## config.mk

```make
export PLATFORM = sky130hd
export DESIGN_NAME = sram_host
export DESIGN_NICKNAME = d
export VERILOG_FILES = /design/src/verilog/sram_host_pkg.sv /design/src/verilog/sram_timer_if.sv /design/src/verilog/phase_timer.sv /design/src/verilog/sram_host.sv
export VERILOG_INCLUDE_DIRS = /design/src /design/src/verilog
export SDC_FILE = /design/constraint.sdc
export NUM_CORES = 1
export LEC_CHECK = 0
export ABC_AREA = 1
export BUFFER_PORTS_ARGS = -buffer_cell sky130_fd_sc_hd__buf_2
export CAP_MARGIN = 15
export CORE_AREA = 10 10 72 105
export DETAILED_ROUTE_END_ITERATION = 6
export DIE_AREA = 0 0 82 115
export PLACE_DENSITY = 0.83
export SLEW_MARGIN = 30
export SYNTH_ARGS = -nofsm -noshare
export SYNTH_HDL_FRONTEND = slang
export SYNTH_HIERARCHICAL = 1
export SYNTH_SLANG_ARGS = --single-unit
```

## constraint.sdc

```tcl
create_clock -name i_clk -period 4.08 [get_ports i_clk]
set_input_delay 0.612 -clock i_clk [delete_from_list [all_inputs] [get_ports i_clk]]
set_output_delay 0.612 -clock i_clk [all_outputs]
set_load 0.02 [all_outputs]
```

## src/verilog/sram_host_consts.svh

```systemverilog
// Timing constants for the backed SRAM host controller
`ifndef SRAM_HOST_CONSTS_SVH
`define SRAM_HOST_CONSTS_SVH
// Behaviour
// - Host keeps address stable for the whole write cycle.
// - Host keeps ending control high for release hold before next cycle.
// - Host drives data setup before write end and holds it afterwards.
// - Host keeps output drive deasserted throughout write cycles.
// - Host holds write strobe low at least 50 ns.
// - Host has write data valid at least 30 ns before strobe rises.

`define CLK_PERIOD_NS        50
`define STROBE_WIDTH_NS      50
`define DATA_SETUP_NS        30
`define DATA_HOLD_NS         5
`define RELEASE_HOLD_NS      0
`define ADDR_SETUP_NS        0
`define READ_ACCESS_NS       70
`define CEIL_CYC(ns) (((ns) + `CLK_PERIOD_NS - 1) / `CLK_PERIOD_NS)
`define MAX1(x) (((x) < 1) ? 1 : (x))
`define STROBE_CYC   `MAX1(`CEIL_CYC(`STROBE_WIDTH_NS))
`define SETUP_CYC    `MAX1(`CEIL_CYC(`DATA_SETUP_NS))
`define HOLD_CYC     `MAX1(`CEIL_CYC(`DATA_HOLD_NS))
`define RELEASE_CYC  `MAX1(`CEIL_CYC(`RELEASE_HOLD_NS))
`define READ_CYC     `MAX1(`CEIL_CYC(`READ_ACCESS_NS))
`endif

```

## src/verilog/sram_host_pkg.sv

```systemverilog
// Types shared by the backed SRAM host controller
package sram_host_pkg;
    typedef enum logic [2:0] {
        ST_IDLE    = 3'b000,
        ST_STROBE  = 3'b001,
        ST_HOLD    = 3'b010,
        ST_RELEASE = 3'b011,
        ST_READ    = 3'b100,
        ST_CHECK   = 3'b101
    } phase_type;
    typedef enum logic [1:0] {
        OP_READ  = 2'b00,
        OP_WRITE = 2'b01,
        OP_CHECK = 2'b10
    } op_type;
endpackage

```

## src/verilog/sram_timer_if.sv

```systemverilog
// Interface between the sequencer and its phase timer
`timescale 1ns/1ps
`default_nettype none
interface sram_timer_if;
    logic       load;
    logic [7:0] count;
    logic       done;
    modport owner (output load, output count, input done);
    modport timer (input load, input count, output done);
endinterface
`default_nettype wire

```

## src/verilog/phase_timer.sv

```systemverilog
// Down counter that times each bus phase in clock cycles
`timescale 1ns/1ps
`default_nettype none
module phase_timer (
    input  wire logic    i_clk,
    input  wire logic    i_rst_n,
    sram_timer_if.timer  tmr
);
    typedef struct packed {
        logic [7:0] cnt;
    } state_type;
    state_type state_reg;
    state_type state_next;

    // Load wins over counting so a new phase restarts cleanly
    always_comb begin
        state_next = state_reg;
        if (tmr.load) begin
            state_next.cnt = tmr.count;
        end else if (state_reg.cnt != 8'h00) begin
            state_next.cnt = state_reg.cnt - 8'h01;
        end
    end

    always_ff @(posedge i_clk or negedge i_rst_n) begin
        if (!i_rst_n) begin
            state_reg <= '0;
        end else begin
            state_reg <= state_next;
        end
    end

    // Done looks at the count only: the sequencer decodes its load from
    // done, so a term in load here would close a combinational loop
    assign tmr.done = (state_reg.cnt == 8'h01);
endmodule
`default_nettype wire

```

## src/verilog/sram_host.sv

```systemverilog
// Host sequencer driving a battery-backed 2K x 8 asynchronous SRAM
`timescale 1ns/1ps
`default_nettype none
`include "sram_host_consts.svh"
module sram_host #(
    parameter int ADDR_W = 11,
    parameter int DATA_W = 8
) (
    input  wire logic                 i_clk,
    input  wire logic                 i_rst_n,
    input  wire logic                 i_req_valid,
    output logic                      o_req_ready,
    input  wire sram_host_pkg::op_type i_req_op,
    input  wire logic [ADDR_W-1:0]    i_req_addr,
    input  wire logic [DATA_W-1:0]    i_req_wdata,
    output logic                      o_rsp_valid,
    output logic [DATA_W-1:0]         o_rsp_rdata,
    output logic                      o_rsp_battery_low,
    output logic [ADDR_W-1:0]         o_address_lines,
    output logic                      o_select_n,
    output logic                      o_strobe_n,
    output logic                      o_drive_n,
    input  wire logic [DATA_W-1:0]    i_data_lines,
    output logic [DATA_W-1:0]         o_data_lines,
    output logic                      o_data_lines_oe
);
    import sram_host_pkg::*;

    // Phase lengths in clock cycles; the strobe phase covers both the
    // minimum strobe width and the data setup, whichever is longer
    localparam int STROBE_MIN_CYC = (`STROBE_CYC > `SETUP_CYC) ?
                                    `STROBE_CYC : `SETUP_CYC;
    localparam logic [7:0] STROBE_LEN  = 8'(STROBE_MIN_CYC);
    localparam logic [7:0] HOLD_LEN    = 8'(`HOLD_CYC);
    localparam logic [7:0] RELEASE_LEN = 8'(`RELEASE_CYC);
    // Two extra cycles pay for the synchroniser on the data pins
    localparam logic [7:0] READ_LEN    = 8'(`READ_CYC + 2);

    typedef struct packed {
        // Sequencing and the request held on the bus
        phase_type         phase;
        op_type            op;
        logic [ADDR_W-1:0] addr;
        logic [DATA_W-1:0] wdata;
        // Read data, pin controls and answer flags
        logic [DATA_W-1:0] rdata;
        logic              sel_n;
        logic              stb_n;
        logic              drv_n;
        logic              oe;
        logic              rsp;
        logic              low;
        // Two-stage synchroniser on the data pins
        logic [DATA_W-1:0] sync1;
        logic [DATA_W-1:0] sync2;
    } state_type;

    // Idle bus: every control released, host off the data lines
    localparam state_type RESET_STATE = '{
        phase : ST_IDLE,
        op    : OP_READ,
        addr  : '0,
        wdata : '0,
        rdata : '0,
        sel_n : 1'b1,
        stb_n : 1'b1,
        drv_n : 1'b1,
        oe    : 1'b0,
        rsp   : 1'b0,
        low   : 1'b0,
        sync1 : '0,
        sync2 : '0
    };

    state_type state_reg;
    state_type state_next;
    sram_timer_if tmr ();

    phase_timer u_timer (
        .i_clk   (i_clk),
        .i_rst_n (i_rst_n),
        .tmr     (tmr)
    );

    // Data pins cross from the device, two flops before use; only the
    // second flop is read, so a metastable first stage never leaks
    // Sequencer: write = strobe, hold, release; read; check = both
    // A check keeps its op code until the readback has been compared
    always_comb begin
        state_next       = state_reg;
        state_next.sync1 = i_data_lines;
        state_next.sync2 = state_reg.sync1;
        state_next.rsp   = 1'b0;
        tmr.load         = 1'b0;
        tmr.count        = 8'h00;
        // Strobe, hold, release and read are timed by the down counter; a load restarts it
        case (state_reg.phase)
            ST_IDLE: begin
                if (i_req_valid) begin
                    state_next.op    = i_req_op;
                    state_next.addr  = i_req_addr;
                    state_next.wdata = i_req_wdata;
                    state_next.low   = 1'b0;
                    case (i_req_op)
                        OP_READ: begin
                            state_next.sel_n = 1'b0;
                            state_next.drv_n = 1'b0;
                            state_next.phase = ST_READ;
                            tmr.load         = 1'b1;
                            tmr.count        = READ_LEN;
                        end
                        OP_WRITE, OP_CHECK: begin
                            // Output drive stays high, no contention
                            state_next.drv_n = 1'b1;
                            state_next.sel_n = 1'b0;
                            state_next.stb_n = 1'b0;
                            state_next.oe    = 1'b1;
                            state_next.phase = ST_STROBE;
                            tmr.load         = 1'b1;
                            tmr.count        = STROBE_LEN;
                        end
                        default: begin
                            // Unused code: answered at once, address latched but controls untouched
                            state_next.rsp = 1'b1;
                        end
                    endcase
                end
            end

            ST_STROBE: begin
                if (tmr.done) begin
                    // Strobe rises first and alone ends the write
                    state_next.stb_n = 1'b1;
                    state_next.phase = ST_HOLD;
                    tmr.load         = 1'b1;
                    tmr.count        = HOLD_LEN;
                end
            end

            ST_HOLD: begin
                if (tmr.done) begin
                    // Data and address held past the strobe edge
                    state_next.oe    = 1'b0;
                    state_next.sel_n = 1'b1;
                    state_next.phase = ST_RELEASE;
                    tmr.load         = 1'b1;
                    tmr.count        = RELEASE_LEN;
                end
            end

            ST_READ: begin
                if (tmr.done) begin
                    state_next.rdata = state_reg.sync2;
                    state_next.sel_n = 1'b1;
                    state_next.drv_n = 1'b1;
                    if (state_reg.op == OP_CHECK) begin
                        // Mismatch means the first write was blocked
                        state_next.low = (state_reg.sync2 != state_reg.wdata);
                        // Readback compared, so the release now answers
                        state_next.op  = OP_READ;
                    end else begin
                        state_next.low = 1'b0;
                    end
                    state_next.phase = ST_RELEASE;
                    tmr.load         = 1'b1;
                    tmr.count        = RELEASE_LEN;
                end
            end

            ST_RELEASE: begin
                // Controls stay high for the release hold
                if (tmr.done) begin
                    if (state_reg.op == OP_CHECK) begin
                        // Write half of a check: go on to the readback
                        state_next.phase = ST_CHECK;
                    end else begin
                        state_next.rsp   = 1'b1;
                        state_next.phase = ST_IDLE;
                    end
                end
            end

            ST_CHECK: begin
                // Second half of a check: read back after the write
                if (state_reg.rsp == 1'b0 && state_reg.sel_n) begin
                    state_next.sel_n = 1'b0;
                    state_next.drv_n = 1'b0;
                    state_next.phase = ST_READ;
                    state_next.low   = 1'b0;
                    tmr.load         = 1'b1;
                    tmr.count        = READ_LEN;
                end
            end

            // Unused phase codes fall back to idle
            default: begin
                state_next.phase = ST_IDLE;
            end
        endcase
    end

    // Asynchronous reset lands on the idle bus
    always_ff @(posedge i_clk or negedge i_rst_n) begin
        if (!i_rst_n) begin
            state_reg <= RESET_STATE;
        end else begin
            state_reg <= state_next;
        end
    end

    // Requester handshake; ready is decoded from the phase register
    assign o_req_ready       = (state_reg.phase == ST_IDLE);
    assign o_rsp_valid       = state_reg.rsp;
    assign o_rsp_rdata       = state_reg.rdata;
    assign o_rsp_battery_low = state_reg.low;

    // Bus pins come straight from flops, so no glitch reaches the device
    assign o_address_lines   = state_reg.addr;
    assign o_select_n        = state_reg.sel_n;
    assign o_strobe_n        = state_reg.stb_n;
    assign o_drive_n         = state_reg.drv_n;
    assign o_data_lines      = state_reg.wdata;
    assign o_data_lines_oe   = state_reg.oe;
endmodule
`default_nettype wire

```

---- Yosys cells after proc, flatten, opt, wreduce, memory -nomap -nowiden ----
Index checks and enable logic that the tools add are counted.
cells by class
  bitwise logic cells ..................... 1
  eq/ne operators ......................... 20
  $add $sub $neg .......................... 1
  reductions and logical operators ........ 22
  divide/modulo/power cells ............... 0
  mux-type cells .......................... 43
  magnitude comparators ................... 0
  $mul .................................... 0
  shifts and indexed selects .............. 0
operators by type and width
  kind                 number
  $mux 24              1
  $mux 3               7
  $pmux 3 s6           1
  $mux 1               17
  $mux 8               2
  $ne 2x2->1 const B   8
  $reduce_and 4->1     4
  $pmux 3 s2           2
  $pmux 1 s3           3
  $pmux 3 s3           1
  $eq 8x1->1 const B   1
  $ne 8x8->1           1
  $pmux 1 s2           4
  $reduce_bool 2->1    4
  $reduce_bool 8->1    1
  $sub 8x1->8 const B  1
  $reduce_and 7->1     1
  $eq 3x2->1 const B   2
  $eq 3x3->1 const B   2
  $mux 6               1
  $reduce_and 6->1     1
  $reduce_or 3->1      2
  $mux 5               1
  $reduce_and 5->1     1
  16 further kinds     18
word-level totals
  bits in latches ......................... 0
  bits in writable memories ............... 0
  memories kept ........................... 0
  bits in read-only memories .............. 0
  word-level logic and storage cells ...... 101
  register bits ........................... 62

---- Longest topological paths before layout ----
  depth after elaboration ................. 6
  mapped depth ............................ 17
  gate-level depth less buffers ........... 16

---- Modules after synthesis ----
Netlist, hierarchy kept.
modules (own cells, without submodules)
  module       area an instance (um^2)  cells an instance  times used
  sram_host    2,637.5                  300                1
  phase_timer  623.1                    80                 1

---- Worst setup path before layout ----
OpenSTA, ideal clock, no wires.
  path type ............................... register -> register
  start point ............................. register u_timer/state_reg[1] (netlist bit)
  end point ............................... register u_timer/state_reg[5] (netlist bit)
  data arrival time ....................... 2.029 ns
  path buffers ............................ 2
  period minus slack after synthesis ...... 2.142 ns
  setup slack ............................. 1.938 ns
  stages on the path, launching flop included .. 18
  cells stage by stage .................... dfrtp_1 inv_1 ha_1 nand2_1 nor2_1 buf_2 inv_1 nand3_1 nand2_4 nor2_4 nand3_1 nand2_1 inv_2 buf_6 nor2_1 nor2_1 nand2_1 inv_1
on the way
  longest elaborated chain between the ends .. 4
  elaborated cells on any way between the ends .. 8
  classes of those cells .................. add/sub: 1; eq/ne: 1; mux: 4; reduce/logical: 2
ends and longest elaborated chain
  item                                                RTL line                                              source
  start: declaration                                  phase_timer.sv:12                                     state_type state_reg;
  start signal: assignment                            phase_timer.sv:29                                     state_reg <= state_next;
  $eq 8x1->1 (*)                                      phase_timer.sv:35                                     assign tmr.done = (state_reg.cnt == 8'h01);
  via tmr.done                                        sram_timer_if.sv:7                                    logic done;
  $mux 1 (*)                                          sram_host.sv:131, sram_host.sv:141, sram_host.sv:152
  $pmux 1 s3 (*)                                      sram_host.sv:97                                       case (state_reg.phase)
  via tmr.load                                        sram_timer_if.sv:5                                    logic load;
  $mux 8 / $reduce_bool 2->1 (equally long branches)  --
Mark *: on every way through the listed nets, which the timed path passes. The rest lies on a longest branch. The select of a mux whose other input is x is not followed.
A chain may end at the register's enable or synchronous reset.

---- Worst setup path after layout ----
  start point ............................. register u_timer/state_reg[1] (netlist bit)
  end point ............................... register u_timer/state_reg[6] (netlist bit)
Same word-level chain as after synthesis.

==> results by group <==
Timing
  • RSZ-0062 raised after global routing: false
  • Worst hold slack: around 330 ps
  • Worst Tran Pin Value: 729 ps
  • Clock Skew: about 14 ps
  • Tmin final: 2760 ps
  • Period Utilization, post-route: 67.8%
  • Final Hold Fails: 0
  • Pins Over Slew Limit: 0
  • Setup WS post-layout: 1320 ps
  • Fmax achieved: 362 MHz
  • Relative slew slack: about half
  • Final setup TNS: 0 ps
  • Setup violations, final: 0

GRT
  • GRT Total Usage: 16.2%
  • First-pass GRT wire length: 11800 um
  • Initial antenna violation count: 0
  • Vias in the first global route: 2497
  • GRT overflow: 0
  • Largest net degree at the start of global routing: 33

Power and ir drop
  • Cell area power density: 748 mW/mm2
  • Worst VDD drop: between 400 and 500 uV
  • Leakage power: 1.98 nW
  • Final Power: 2.69 mW

Routing
  • Initial DRC Count: 166
  • Routed vias: between 2000 and 3000
  • Total routed wirelength: 7310 um
  • Router iterations before antenna repair: 4
  • Antenna Nets Post-Route: 0
  • Wire per inst: about 15 um
  • Remaining routing DRC violations: 0
  • Vias per cell: between 5 and 6

Clock network
  • Root buffer cell: clkbuf_8
  • CTS clk-pin slew, worst paths: 80 ps
  • Clock latency on the worst-skew pair: between 300 and 400 ps
  • Clk sinks: 62
  • Clk buf depth: 2
  • Num CTS Buffers: 9
  • CTS tree: done
  • Post-cts repair resize count: 0
  • # hold bufs at CTS: 0
  • Setup Buffers After CTS: 0
  • H-tree depth: 3

Critical path
  • Critical path's slowest cell: nor2_1
  • Worst setup EP type: flip-flop
  • Slowest stage delay, CP: 450 ps
  • Worst EP required: 4350 ps
  • Largest delay share family, worst path: simple AND/OR/NAND/NOR gates
  • Reg2reg start: u_timer/state_reg[1]
  • Reg2reg end: u_timer/state_reg[6]
  • Crit path buf inv count: 4
  • CP Cell Sequence: inv_1 > ha_1 > nand2_1 > nor2_1 > inv_1 > nand3_1 > nand2_4 > nor2_4 > nand3_1 > nand2_1 > inv_2 > nand3_4 > nor2_8 > inv_6 > o21ai_2 > nor2_2
  • CP startpoint kind: flip-flop
  • CP Data Arrival Time: 3030 ps
  • Setup Crit Path Kind: reg -> reg
  • CP Max Fanout: 11
  • Reg2Reg Depth: 16
  • Reg2reg setup slack: about 1300 ps

Floorplanning
  • Std-Cell Rows: 34
  • Overall die area: 0.00943 mm2
  • I/O pins: 66
  • Die H: 115 um
  • Core ar.: roughly 0.0057 mm2
  • Starting density of the core: a little under three fifths
  • Die X: 82 um

Synth
  • Sequential area share after synthesis: 47.7%
  • Synth Instances: 380
  • Netlist cell types: 32
  • Post-synth EDFFs: 0
  • Avg Cell Area, Syn: 8.58 um2
  • Number of synthesis warnings: 6
  • Mapped Area: about 0.0033 mm2
  • Yosys reg bits: 62
  • Synth Flop Type: dfrtp_1
  • Async SR Flop Fraction: 100%

Final layout
  • Final nets: 462
  • Most frequent cells in the layout: nand2_1, buf_2, dfrtp_1
  • P&R area growth vs syn: 10.3%
  • Layout cells sized above 1: 27.9%
  • Max reg flops: 13
  • Most common cell after layout, fill and taps aside: nand2_1
  • Final non-filler cell total: around 500
  • Number of inserted diodes: 0
  • Final Instance Area: roughly 0.0036 mm2
  • Final core occ: 63.1%

Placed design
  • Port Buf Inserts: 65
  • HPWL after DPL: 5600 um
  • Place WS: approximately 1300 ps
  • Post-DP Area: 0.00341 mm2
  • Gpl congestion: 0.937
  • Post-Place Cells: ~500

Outcome
  • Status: complete, no violations

Flow run
  • Max Cap Viol: 0

Min path
  • HP Class: in -> async
area by class of cell:
cell class / count / area (um2)
Fill cell: 499 / 2100
Sequential cell: 62 / 1560
Multi-Input combinational cell: 246 / 1270
Timing Repair Buffer: 66 / 333
Inverter: 40 / 158
Clock buffer: 11 / 151
Tap cell: 72 / 90.1
Clock inverter: 5 / 33.8
worst max path at each step:
| stage | slack, ps | depth (start not counted) | start | to |
|---|---|---|---|---|
| 2_1_floorplan | 1940 | 17 | u_timer/state_reg[1] | u_timer/state_reg[5] |
| 3_3_place_gp | 1470 | 16 | u_timer/state_reg[1] | u_timer/state_reg[6] |
| 3_5_place_dp | 1350 | 16 | u_timer/state_reg[1] | u_timer/state_reg[6] |
| 4_1_cts | 1310 | 16 | u_timer/state_reg[1] | u_timer/state_reg[6] |
| 5_1_grt | 1010 | 16 | u_timer/state_reg[1] | u_timer/state_reg[4] |
| 6_report | 1320 | 16 | u_timer/state_reg[1] | u_timer/state_reg[6] |
Yosys cell counts, types with 2 or more instances:
| cell type | count | area [um2] |
|---|---|---|
| a21oi_1 | 4 | 20.0 |
| a21oi_2 | 3 | 26.3 |
| buf_2 | 2 | 10.0 |
| buf_4 | 28 | 210 |
| buf_6 | 6 | 67.6 |
| dfrtp_1 | 59 | 1480 |
| dfstp_2 | 3 | 78.8 |
| ha_1 | 5 | 62.6 |
| inv_1 | 35 | 131 |
| inv_2 | 3 | 11.3 |
| nand2_1 | 113 | 424 |
| nand2_2 | 6 | 37.5 |
| nand2_4 | 3 | 33.8 |
| nand3_1 | 40 | 200 |
| nand3_4 | 2 | 35.0 |
| nand4_1 | 3 | 18.8 |
| nor2_1 | 22 | 82.6 |
| nor2_2 | 4 | 25.0 |
| nor2_4 | 3 | 33.8 |
| nor2_8 | 3 | 60.1 |
| nor3_1 | 3 | 15.0 |
| o21ai_0 | 9 | 45.0 |
| o21ai_1 | 3 | 15.0 |
| o21ai_2 | 4 | 35.0 |
| o22ai_1 | 3 | 18.8 |
| xnor2_1 | 5 | 43.8 |
logic make-up (layout without fill, tap and decap cells):
group                    Yosys count  in the layout  synth area share, %
adder cells (fa/ha/maj)            5              5                 1.92
buffers and inverters             77            122                 13.8
AND/OR/NAND/NOR                  204            204                 30.2
XOR/XNOR                           5              5                 1.34
flip-flops                        62             62                 47.7
AO/OA/AOI/OAI                     26             26                 4.91
other                              1              6                0.115
routing by layer:
layer  vias to the layer above  track usage [%]  wire length, um  part of all wire, %
met2                        96             27.5             3950                   54
li1                       1247                -                -                    -
met1                      1165             17.8             2710                   37
met4                         0             9.11              228                  3.1
met3                        17             3.91              414                  5.7
met5                         -                0                0                    0
report_power, final:
group	internal [mW]	switching, mW
registers	0.802	0.152
clock network	0.252	0.243
logic	0.405	0.836
total	1.46	1.23
(Power assumes the default switching activity.)
